File: src/pcie_status_pkg.sv
// Shared offsets, field layouts and reset values for the status and link capability bank
package pcie_status_pkg;

   // ****************************************************************
   // Access port types
   // ****************************************************************
   typedef logic [7:0]  cfg_addr_t;
   typedef logic [3:0]  cfg_be_t;
   typedef logic [31:0] dword_t;

   // ****************************************************************
   // Register offsets and reset values
   // ****************************************************************
   localparam cfg_addr_t DEV_STATUS_OFS  = 8'h4e;
   localparam cfg_addr_t LINK_CAPS_OFS   = 8'h50;
   localparam logic [15:0] DEV_STATUS_RESET = 16'h0000;
   localparam dword_t    LINK_CAPS_RESET = 32'h0003e081;

   // ****************************************************************
   // Device status field positions
   // ****************************************************************
   localparam int NUM_ERR_FLAGS  = 4;
   localparam int UR_DET_BIT     = 3;
   localparam int FATAL_DET_BIT  = 2;
   localparam int NF_DET_BIT     = 1;
   localparam int CORR_DET_BIT   = 0;
   localparam int PENDING_BIT    = 5;
   localparam int AUX_PWR_BIT    = 4;

   // ****************************************************************
   // Link capability field positions and values
   // ****************************************************************
   localparam int PORT_NUM_LSB   = 24;
   localparam int L1_EXIT_LSB    = 15;
   localparam int L0S_EXIT_LSB   = 12;
   localparam int ASPM_LSB       = 10;
   localparam int LINK_WIDTH_LSB = 4;
   localparam int LINK_SPEED_LSB = 0;
   localparam logic [7:0] PORT_NUM_VAL     = 8'h00;
   localparam logic [2:0] L1_EXIT_NOT_SUPP = 3'h7;
   localparam logic [2:0] L0S_EXIT_ASYNC   = 3'h6;
   localparam logic [2:0] L0S_EXIT_COMMON  = 3'h2;
   localparam logic [1:0] ASPM_RESET       = 2'h0;
   localparam logic [5:0] LINK_WIDTH_X8    = 6'h08;
   localparam logic [3:0] LINK_SPEED_2G5   = 4'h1;

endpackage
File: src/err_flag_if.sv
// Set, clear and state lines of the write-one-to-clear error flags
`timescale 1ns/100ps
interface err_flag_if;
   import pcie_status_pkg::*;

   logic [NUM_ERR_FLAGS-1:0] set_evt;
   logic [NUM_ERR_FLAGS-1:0] clr;
   logic [NUM_ERR_FLAGS-1:0] flags;

   modport owner (input set_evt, input clr, output flags);
   modport user  (output set_evt, output clr, input flags);
endinterface

File: src/error_flag_bank.sv
// Sticky error flags with write-one-to-clear and set-over-clear priority
`timescale 1ns/100ps
module error_flag_bank
   import pcie_status_pkg::*;
(
   input  wire logic      sys_clk,
   input  wire logic      rst_n,
   input  wire logic      clk_en,
   err_flag_if.owner      fl
);

   typedef struct packed {
      logic [NUM_ERR_FLAGS-1:0] flags;
   } flag_state_t;

   flag_state_t              st_q;
   flag_state_t              st_d;
   logic [NUM_ERR_FLAGS-1:0] nxt;

   // ****************************************************************
   // Per-flag next value
   // ****************************************************************
   // Set term ORed last so an event in the clearing cycle survives
   for (genvar k = 0; k < NUM_ERR_FLAGS; k++) begin : g_flag
      assign nxt[k] = fl.set_evt[k] | (st_q.flags[k] & ~fl.clr[k]);
   end

   // Frozen while the clock enable is low
   always_comb begin
      st_d = st_q;
      if (clk_en) begin
         st_d.flags = nxt;
      end
   end

   // State register, cleared on reset
   always_ff @(posedge sys_clk or negedge rst_n) begin
      if (!rst_n) begin
         st_q <= '0;
      end else begin
         st_q <= st_d;
      end
   end

   assign fl.flags = st_q.flags;

endmodule

File: src/pcie_status_link_caps.sv
// Device status and link capability registers behind the configuration access port
`timescale 1ns/100ps
module pcie_status_link_caps
   import pcie_status_pkg::*;
#(
   parameter logic [5:0] MAX_LINK_WIDTH = LINK_WIDTH_X8
)
(
   input  wire logic                       sys_clk,
   input  wire logic                       rst_n,
   input  wire logic                       clk_en,
   input  wire logic                       cfg_rd,
   input  wire logic                       cfg_wr,
   input  wire pcie_status_pkg::cfg_addr_t cfg_addr,
   input  wire pcie_status_pkg::cfg_be_t   cfg_be,
   input  wire pcie_status_pkg::dword_t    cfg_wdata,
   output      pcie_status_pkg::dword_t    cfg_rdata,
   output      logic                       cfg_rvalid,
   input  wire logic                       func_parity_err,
   input  wire logic                       link_ur_err,
   input  wire logic                       link_fatal_err,
   input  wire logic                       link_nonfatal_err,
   input  wire logic                       link_corr_err,
   input  wire logic                       common_clock_config,
   input  wire logic                       non_fatal_report_enable,
   input  wire logic                       unsupported_request_report_enable,
   output      logic                       nonfatal_msg,
   output      logic                       ur_msg
);

   import pcie_status_pkg::*;

   // ****************************************************************
   // Elaboration checks
   // ****************************************************************
   // Width codes above x32 are not defined for the link
   if (MAX_LINK_WIDTH == 6'h00 || MAX_LINK_WIDTH > 6'h20) begin : g_bad_width
      $error("MAX_LINK_WIDTH must lie between 1 and 32");
   end

   // ****************************************************************
   // Address decode
   // ****************************************************************
   // Status sits in the upper half of its dword, so reads and clears shift
   localparam cfg_addr_t STATUS_DWORD = {DEV_STATUS_OFS[7:2], 2'b00};
   localparam cfg_addr_t CAPS_DWORD   = {LINK_CAPS_OFS[7:2], 2'b00};
   localparam int        STATUS_SHIFT = 8 * int'(DEV_STATUS_OFS[1:0]);
   localparam int        STATUS_LANE  = int'(DEV_STATUS_OFS[1:0]);

   typedef struct packed {
      dword_t rdata;
      logic   rvalid;
      logic   nf_msg;
      logic   ur_msg;
   } top_state_t;

   top_state_t  st_q;
   top_state_t  st_d;
   cfg_addr_t   dw_addr;
   logic        hit_status;
   logic        hit_caps;
   logic [2:0]  l0s_exit;
   dword_t      caps_val;
   logic [15:0] status_val;

   err_flag_if fl ();

   // Low address bits only pick byte lanes, so compare whole dwords
   assign dw_addr    = {cfg_addr[7:2], 2'b00};
   assign hit_status = (dw_addr == STATUS_DWORD);
   assign hit_caps   = (dw_addr == CAPS_DWORD);

   // ****************************************************************
   // Error flag sources and clears
   // ****************************************************************
   // A parity-bad write counts as both unsupported and non-fatal
   assign fl.set_evt[UR_DET_BIT]    = func_parity_err | link_ur_err;
   assign fl.set_evt[FATAL_DET_BIT] = link_fatal_err;
   assign fl.set_evt[NF_DET_BIT]    = func_parity_err | link_nonfatal_err;
   assign fl.set_evt[CORR_DET_BIT]  = link_corr_err;

   // Only the lane that holds the flags can clear them
   assign fl.clr = (cfg_wr && hit_status && cfg_be[STATUS_LANE])
                   ? cfg_wdata[STATUS_SHIFT +: NUM_ERR_FLAGS] : '0;

   error_flag_bank u_flags (
      .sys_clk (sys_clk),
      .rst_n   (rst_n),
      .clk_en  (clk_en),
      .fl      (fl)
   );

   // ****************************************************************
   // Register images
   // ****************************************************************
   // Exit latency tracks the common-clock bit as software changes it
   assign l0s_exit = common_clock_config ? L0S_EXIT_COMMON : L0S_EXIT_ASYNC;

   // Status: pending and aux power fixed low, no non-posted traffic
   always_comb begin
      status_val = DEV_STATUS_RESET;
      status_val[NUM_ERR_FLAGS-1:0] = fl.flags;
      status_val[PENDING_BIT] = 1'b0;
      status_val[AUX_PWR_BIT] = 1'b0;
   end

   // Capabilities assembled from fixed fields plus the live latency
   // Nothing here is writable, so no storage is spent on this register
   always_comb begin
      caps_val = '0;
      caps_val[PORT_NUM_LSB +: 8]   = PORT_NUM_VAL;
      caps_val[L1_EXIT_LSB +: 3]    = L1_EXIT_NOT_SUPP;
      caps_val[L0S_EXIT_LSB +: 3]   = l0s_exit;
      caps_val[ASPM_LSB +: 2]       = ASPM_RESET;
      caps_val[LINK_WIDTH_LSB +: 6] = MAX_LINK_WIDTH;
      caps_val[LINK_SPEED_LSB +: 4] = LINK_SPEED_2G5;
   end

   // ****************************************************************
   // Read path and error messages
   // ****************************************************************
   // Unmapped reads answer zero so the root never waits forever
   always_comb begin
      st_d = st_q;
      if (clk_en) begin
         st_d.rvalid = cfg_rd;
         st_d.rdata  = '0;
         // Data is zero outside a read so a stale word never lingers
         if (cfg_rd && hit_status) begin
            st_d.rdata[STATUS_SHIFT +: 16] = status_val;
         end else if (cfg_rd && hit_caps) begin
            st_d.rdata = caps_val;
         end
         // Messages only for the function's own parity errors
         st_d.nf_msg = func_parity_err & non_fatal_report_enable;
         st_d.ur_msg = func_parity_err & unsupported_request_report_enable;
      end
   end

   // Output and state register
   always_ff @(posedge sys_clk or negedge rst_n) begin
      if (!rst_n) begin
         st_q <= '0;
      end else begin
         st_q <= st_d;
      end
   end

   assign cfg_rdata    = st_q.rdata;
   assign cfg_rvalid   = st_q.rvalid;
   assign nonfatal_msg = st_q.nf_msg;
   assign ur_msg       = st_q.ur_msg;

   // Per-flag checks: an event on an enabled edge always lands, and only a write of one clears
   for (genvar k = 0; k < NUM_ERR_FLAGS; k++) begin : g_flag_chk

   end
endmodule

File: config.mk
export PLATFORM = sky130hd
export DESIGN_NAME = pcie_status_link_caps
export DESIGN_NICKNAME = d
export VERILOG_FILES = /design/src/pcie_status_pkg.sv /design/src/err_flag_if.sv /design/src/error_flag_bank.sv /design/src/pcie_status_link_caps.sv
export SDC_FILE = /design/constraint.sdc
export NUM_CORES = 1
export LEC_CHECK = 0
export BUFFER_PORTS_ARGS = -buffer_cell sky130_fd_sc_hd__buf_4
export CORE_MARGIN = 5
export CORE_UTILIZATION = 33
export DETAILED_ROUTE_END_ITERATION = 7
export GPL_TIMING_DRIVEN = 1
export PLACE_DENSITY = 0.79
export SLEW_MARGIN = 10
export SYNTH_ARGS = -nofsm -noshare
export SYNTH_HDL_FRONTEND = slang
export SYNTH_HIERARCHICAL = 1
export SYNTH_SLANG_ARGS = --single-unit
File: constraint.sdc
create_clock -name sys_clk -period 0.92 [get_ports sys_clk]
set_input_delay 0.092 -clock sys_clk [delete_from_list [all_inputs] [get_ports sys_clk]]
set_output_delay 0.092 -clock sys_clk [all_outputs]
set_load 0.005 [all_outputs]
### After elaboration in Yosys (flattened, before gate mapping)

Cells that the tools add are included.

| operators by class | value |
|---|---|
| bitwise logic cells | 16 |
| multiplexer cells | 5 |
| equal/unequal tests | 2 |
| reduce and logical (&&, ||, !) cells | 4 |

Operator list:

| kind | count |
|---|---|
| 16-bit 2-to-1 mux | 2 |
| 18-bit 2-to-1 mux | 1 |
| 6-bit by 5-bit == test with 1-bit output, second input constant | 2 |
| 1-bit AND | 6 |
| 1-bit OR | 6 |
| 1-bit logical AND | 4 |
| 4-bit 2-to-1 mux | 1 |
| 1-bit NOT | 4 |
| 3-bit 2-to-1 mux | 1 |

| word-level totals | value |
|---|---|
| word-level logic and storage cells | 32 |
| register bits | 39 |
| output and inout bits | 35 |
| input bits | 57 |

### Depth between registers and ports, before layout

| logic depth | value |
|---|---|
| depth after elaboration | 7 |
| depth in mapped cells | 5 |
| depth with buffers taken out | 5 |

### Hierarchy

The synthesis kept the hierarchy.

Modules (own cells, without submodules):

| module | seq. area each (um2) | times used | cells each | area an instance (um2) |
|---|---|---|---|---|
| pcie_status_link_caps | 225.2 | 1 | 65 | 634.4 |
| error_flag_bank | 100.1 | 1 | 13 | 161.4 |

### Least setup slack after synthesis

OpenSTA, ideal clock, no wires.

| timing path | value |
|---|---|
| path kind | input-to-reg |
| from | input cfg_addr[4] |
| to | register u_flags.st_q (netlist bit u_flags/fl.flags[0]) |
| required time | 0.799 ns |
| path buffers | 0 |
| cell stages on the path | 5 |
| setup slack | -0.080 ns |
| library setup time | 0.121 ns |
| data arrival time | 0.879 ns |
| cell sequence | and3b_2 > and4_4 > and2_1 > nand2_1 > a22o_1 |

| on the way | value |
|---|---|
| longest elaborated chain between the ends | 7 |

RTL lines:

| what | RTL line | source |
|---|---|---|
| start: declaration | pcie_status_link_caps.sv:14 | `input wire pcie_status_pkg::cfg_addr_t cfg_addr,` |
| 6-bit by 5-bit == test with 1-bit output | pcie_status_link_caps.sv:70 | `assign hit_status = (dw_addr == STATUS_DWORD);` |
| 1-bit logical AND (2 in series) | pcie_status_link_caps.sv:83 | `assign fl.clr = (cfg_wr && hit_status && cfg_be[STATUS_LANE])` |
| 4-bit 2-to-1 mux | pcie_status_link_caps.sv:84 | `? cfg_wdata[STATUS_SHIFT +: NUM_ERR_FLAGS] : '0;` |
| via fl.clr[0] | err_flag_if.sv:7 | `logic [NUM_ERR_FLAGS-1:0] clr;` |
| 1-bit NOT | error_flag_bank.sv:25 | `assign nxt[k] = fl.set_evt[k] \| (st_q.flags[k] & ~fl.clr[k]);` |
| 1-bit AND | error_flag_bank.sv:25 |  |
| 1-bit OR | error_flag_bank.sv:25 |  |
| end signal: assignment | error_flag_bank.sv:41 | `st_q <= st_d;` |
| end: declaration | error_flag_bank.sv:16 | `flag_state_t st_q;` |

The timed path passes the listed nets, and every way through them passes these cells.
A chain may end at the register's enable or synchronous reset.

==> flow_summary.yaml <==
floorplan:
  die_y_um: 59.1
  io_pins: 92
  die_area_sq_um: 3490
  die_x_um: 59.1
  start_util_pct: 35.3
  row_count: 17
  coreArea_sq_um: 2250
global_route:
  antenna_found_initial: 0
  grt_pass1_vias: 614
  grt.overflow.total: 0
  track_usage_pct: 10.4
  grt_max_degree: 17
  grt_pass1_wl_um: 2750
placement:
  postPlaceCellArea_sq_um: 977
  dp_hpwl_um: 1530
  portBuffers: 35
  routabilityCongestion: 0.837
pwr:
  irDropWorstVdd_mv: 1.12
  leakagePower_nw: 0.590
  powerDensity_nw_per_um2: 1060
sta:
  final_hold_viol_count: 0
  max_freq_mhz: 1070
  rsz0062_at_grt: "true"
  fin_crit_sh_pct: 102
  drv_slew: 0
  layout_setup_ws_ns: -0.0166
  finalSetupViolCount: 4
  fin_crit_ns: 0.937
  holdWs_ns: 0.0445
  fin_skew_ns: 0.00261
synthesis:
  synth_top_family_by_area: "buffers and inverters"
  synth-compound-area-share_pct: 14.3
  seq_area_frac_synth_pct: 40.9
  yosys.area_share.simple_pct: 15.1
  avgSynthCellArea_sq_um: 10.2
  synth-seq-cells: 13
  synth_xor_area_share_pct: 0
  synth_area_sq_um: 796
  yosys-mux-area-fraction_pct: 1.42
  synth_cell_types: 21
  syn_inst: 78
  yosys.area.top_type_share_pct: 40.9
  ys_warn_count: 6
  synth_largest_area_cell: "dfrtp_1"
  post_synth_main_area_contributors: "dfrtp_1 (41%), buf_4 (25%), a22o_1 (5.5%)"
  synth_fa_ha_area_share_pct: 0
cells_and_area:
  diodes: 0
  nets: 180
  fin_area_sq_um: 1090
  area_growth_pct: 36.6
  mostFrequentLayoutCell: "buf_4"
  drive_above_1_share_pct: 45.9
  layout_common_cells: "buf_4 (42), conb_1 (23), dfrtp_1 (13), a22o_1 (5)"
worst_setup_path:
  worst-endpoint-arrival_ns: 0.84
  cp_cell_sequence: "buf_4"
  crit_path_start_kind: "flop"
  cp_slowest_cell: "dfrtp_1"
  worst-endpoint-required_ns: 0.83
  criticalPathCategory: "flop to output port"
  worst-path-buf-inv: 1
  path_delay_family: "flip-flops"
  cp-end-kind: "output port"
  cpPeakStageDelay_ns: 0.42
  worstPathMaxFanout: 5
flow_run:
  cap_violations: 0
routing:
  routed_wl_um: 1930
  ant_nets: 0
  drcViolationCount: 0
  first_pass_iters: 4
  vias: 646
  dr.first_iter.drc_count: 10
  routedWlPerCell_um: 12.9
  viasPerCell: 4.31
clock_tree:
  cts_buffers: 3
  tritoncts: "done"
  root_buffer: "clkbuf_4"
  htree_levels: 1
  clkTransAtPathRegs_ns: 0.08
  insertion_delay_ns: 0.27
  numClockSinks: 13
  clk_path_buf_depth: 2
outcome:
  failed_checks: "negative setup slack"
  status: "complete, but fails checks"
worst_hold_path:
  hold_class: "input port to flop"
-- synthesized netlist by cell type, drive strengths merged --
master and instances:
or2 2, dfrtp 13, o21ai 2, inv 4, nand2 4, buf 27
and3b 1, a21oi 2, a22o 5, and2 4, and4 1, and3 1
mux2 1, conb 1, nand3 3, nor3b 2, o2bb2ai 2, a32o 3
-- layout make-up --
cell class                 instances  area [sq um]
fill                             221          1170
timing repair buffer              45           348
multi-input combinational         56           338
sequential                        13           325
tap                               28          35.0
clock buffer                       4          26.3
inverter                           4          15.0
-- through the flow --
stage          TNS [ns]  util [%]  instances  power [mW]  worst slack (ns)
2_1_floorplan    -0.242         -        100       0.741           -0.0604
3_3_place_gp     -0.931      43.3        137       0.790            -0.243
3_5_place_dp      -1.08      43.3        137       0.793            -0.269
4_1_cts          -0.110      45.3        143        1.14           -0.0289
5_1_grt          -0.208      48.2        150        1.21           -0.0527
6_report        -0.0616      48.2        150        1.16           -0.0166
-- state kept, by name, summed over array words and instances (netlist names) --
name              flops
u_flags/fl.flags      4
cfg_rvalid            1
cfg_rdata             6
ur_msg                1
nonfatal_msg          1
-- final timing paths --
path                                                       from                              end  slack, ns  cells past startpoint
worst min-delay path                    non_fatal_report_enable         nonfatal_msg$_DFFE_PN0P_       0.04                      3
min in group asynchronous                                 rst_n  u_flags/fl.flags[3]$_DFFE_PN0P_       0.20                      2
worst min register to register  u_flags/fl.flags[3]$_DFFE_PN0P_  u_flags/fl.flags[3]$_DFFE_PN0P_       0.51                      1
worst max-delay path                  cfg_rdata[15]$_DFFE_PN0P_                     cfg_rdata[0]      -0.02                      1
worst max register to register        cfg_rdata[15]$_DFFE_PN0P_        cfg_rdata[15]$_DFFE_PN0P_       0.03                      2
max in group asynchronous                                 rst_n        cfg_rdata[16]$_DFFE_PN0P_       0.56                      2
-- routing by layer --
metal / up-vias / share of wire (%) / global-route usage, %
met5: - / 0 / 0
li1: 305 / - / -
met2: 43 / 48 / 16.4
met3: 0 / 15 / 6.54
met4: 0 / 0 / 0.971
met1: 298 / 38 / 12.5
-- cells by family (layout without fill, tap and decap cells) --
group           after synthesis  after routing
buf+inv                      31             53
simple gates                 18             18
compound gates               14             14
flops                        13             13
other cells                   1             23
mux                           1              1
-- report_power, final --
group          total [mW]  internal (mW)  switching [mW]
clock               0.346          0.168           0.178
sequential          0.595          0.585         0.00993
combinational       0.215          0.121          0.0938
-- what timing repair did --
action,in CTS,in global routing
endpoints found under the hold margin,13,0
pin swaps,0,1
setup buffers,1,7
resized for setup,0,3
hold buffers,1,0
setup endpoints to repair,4,15
(Power assumes the default switching activity.)
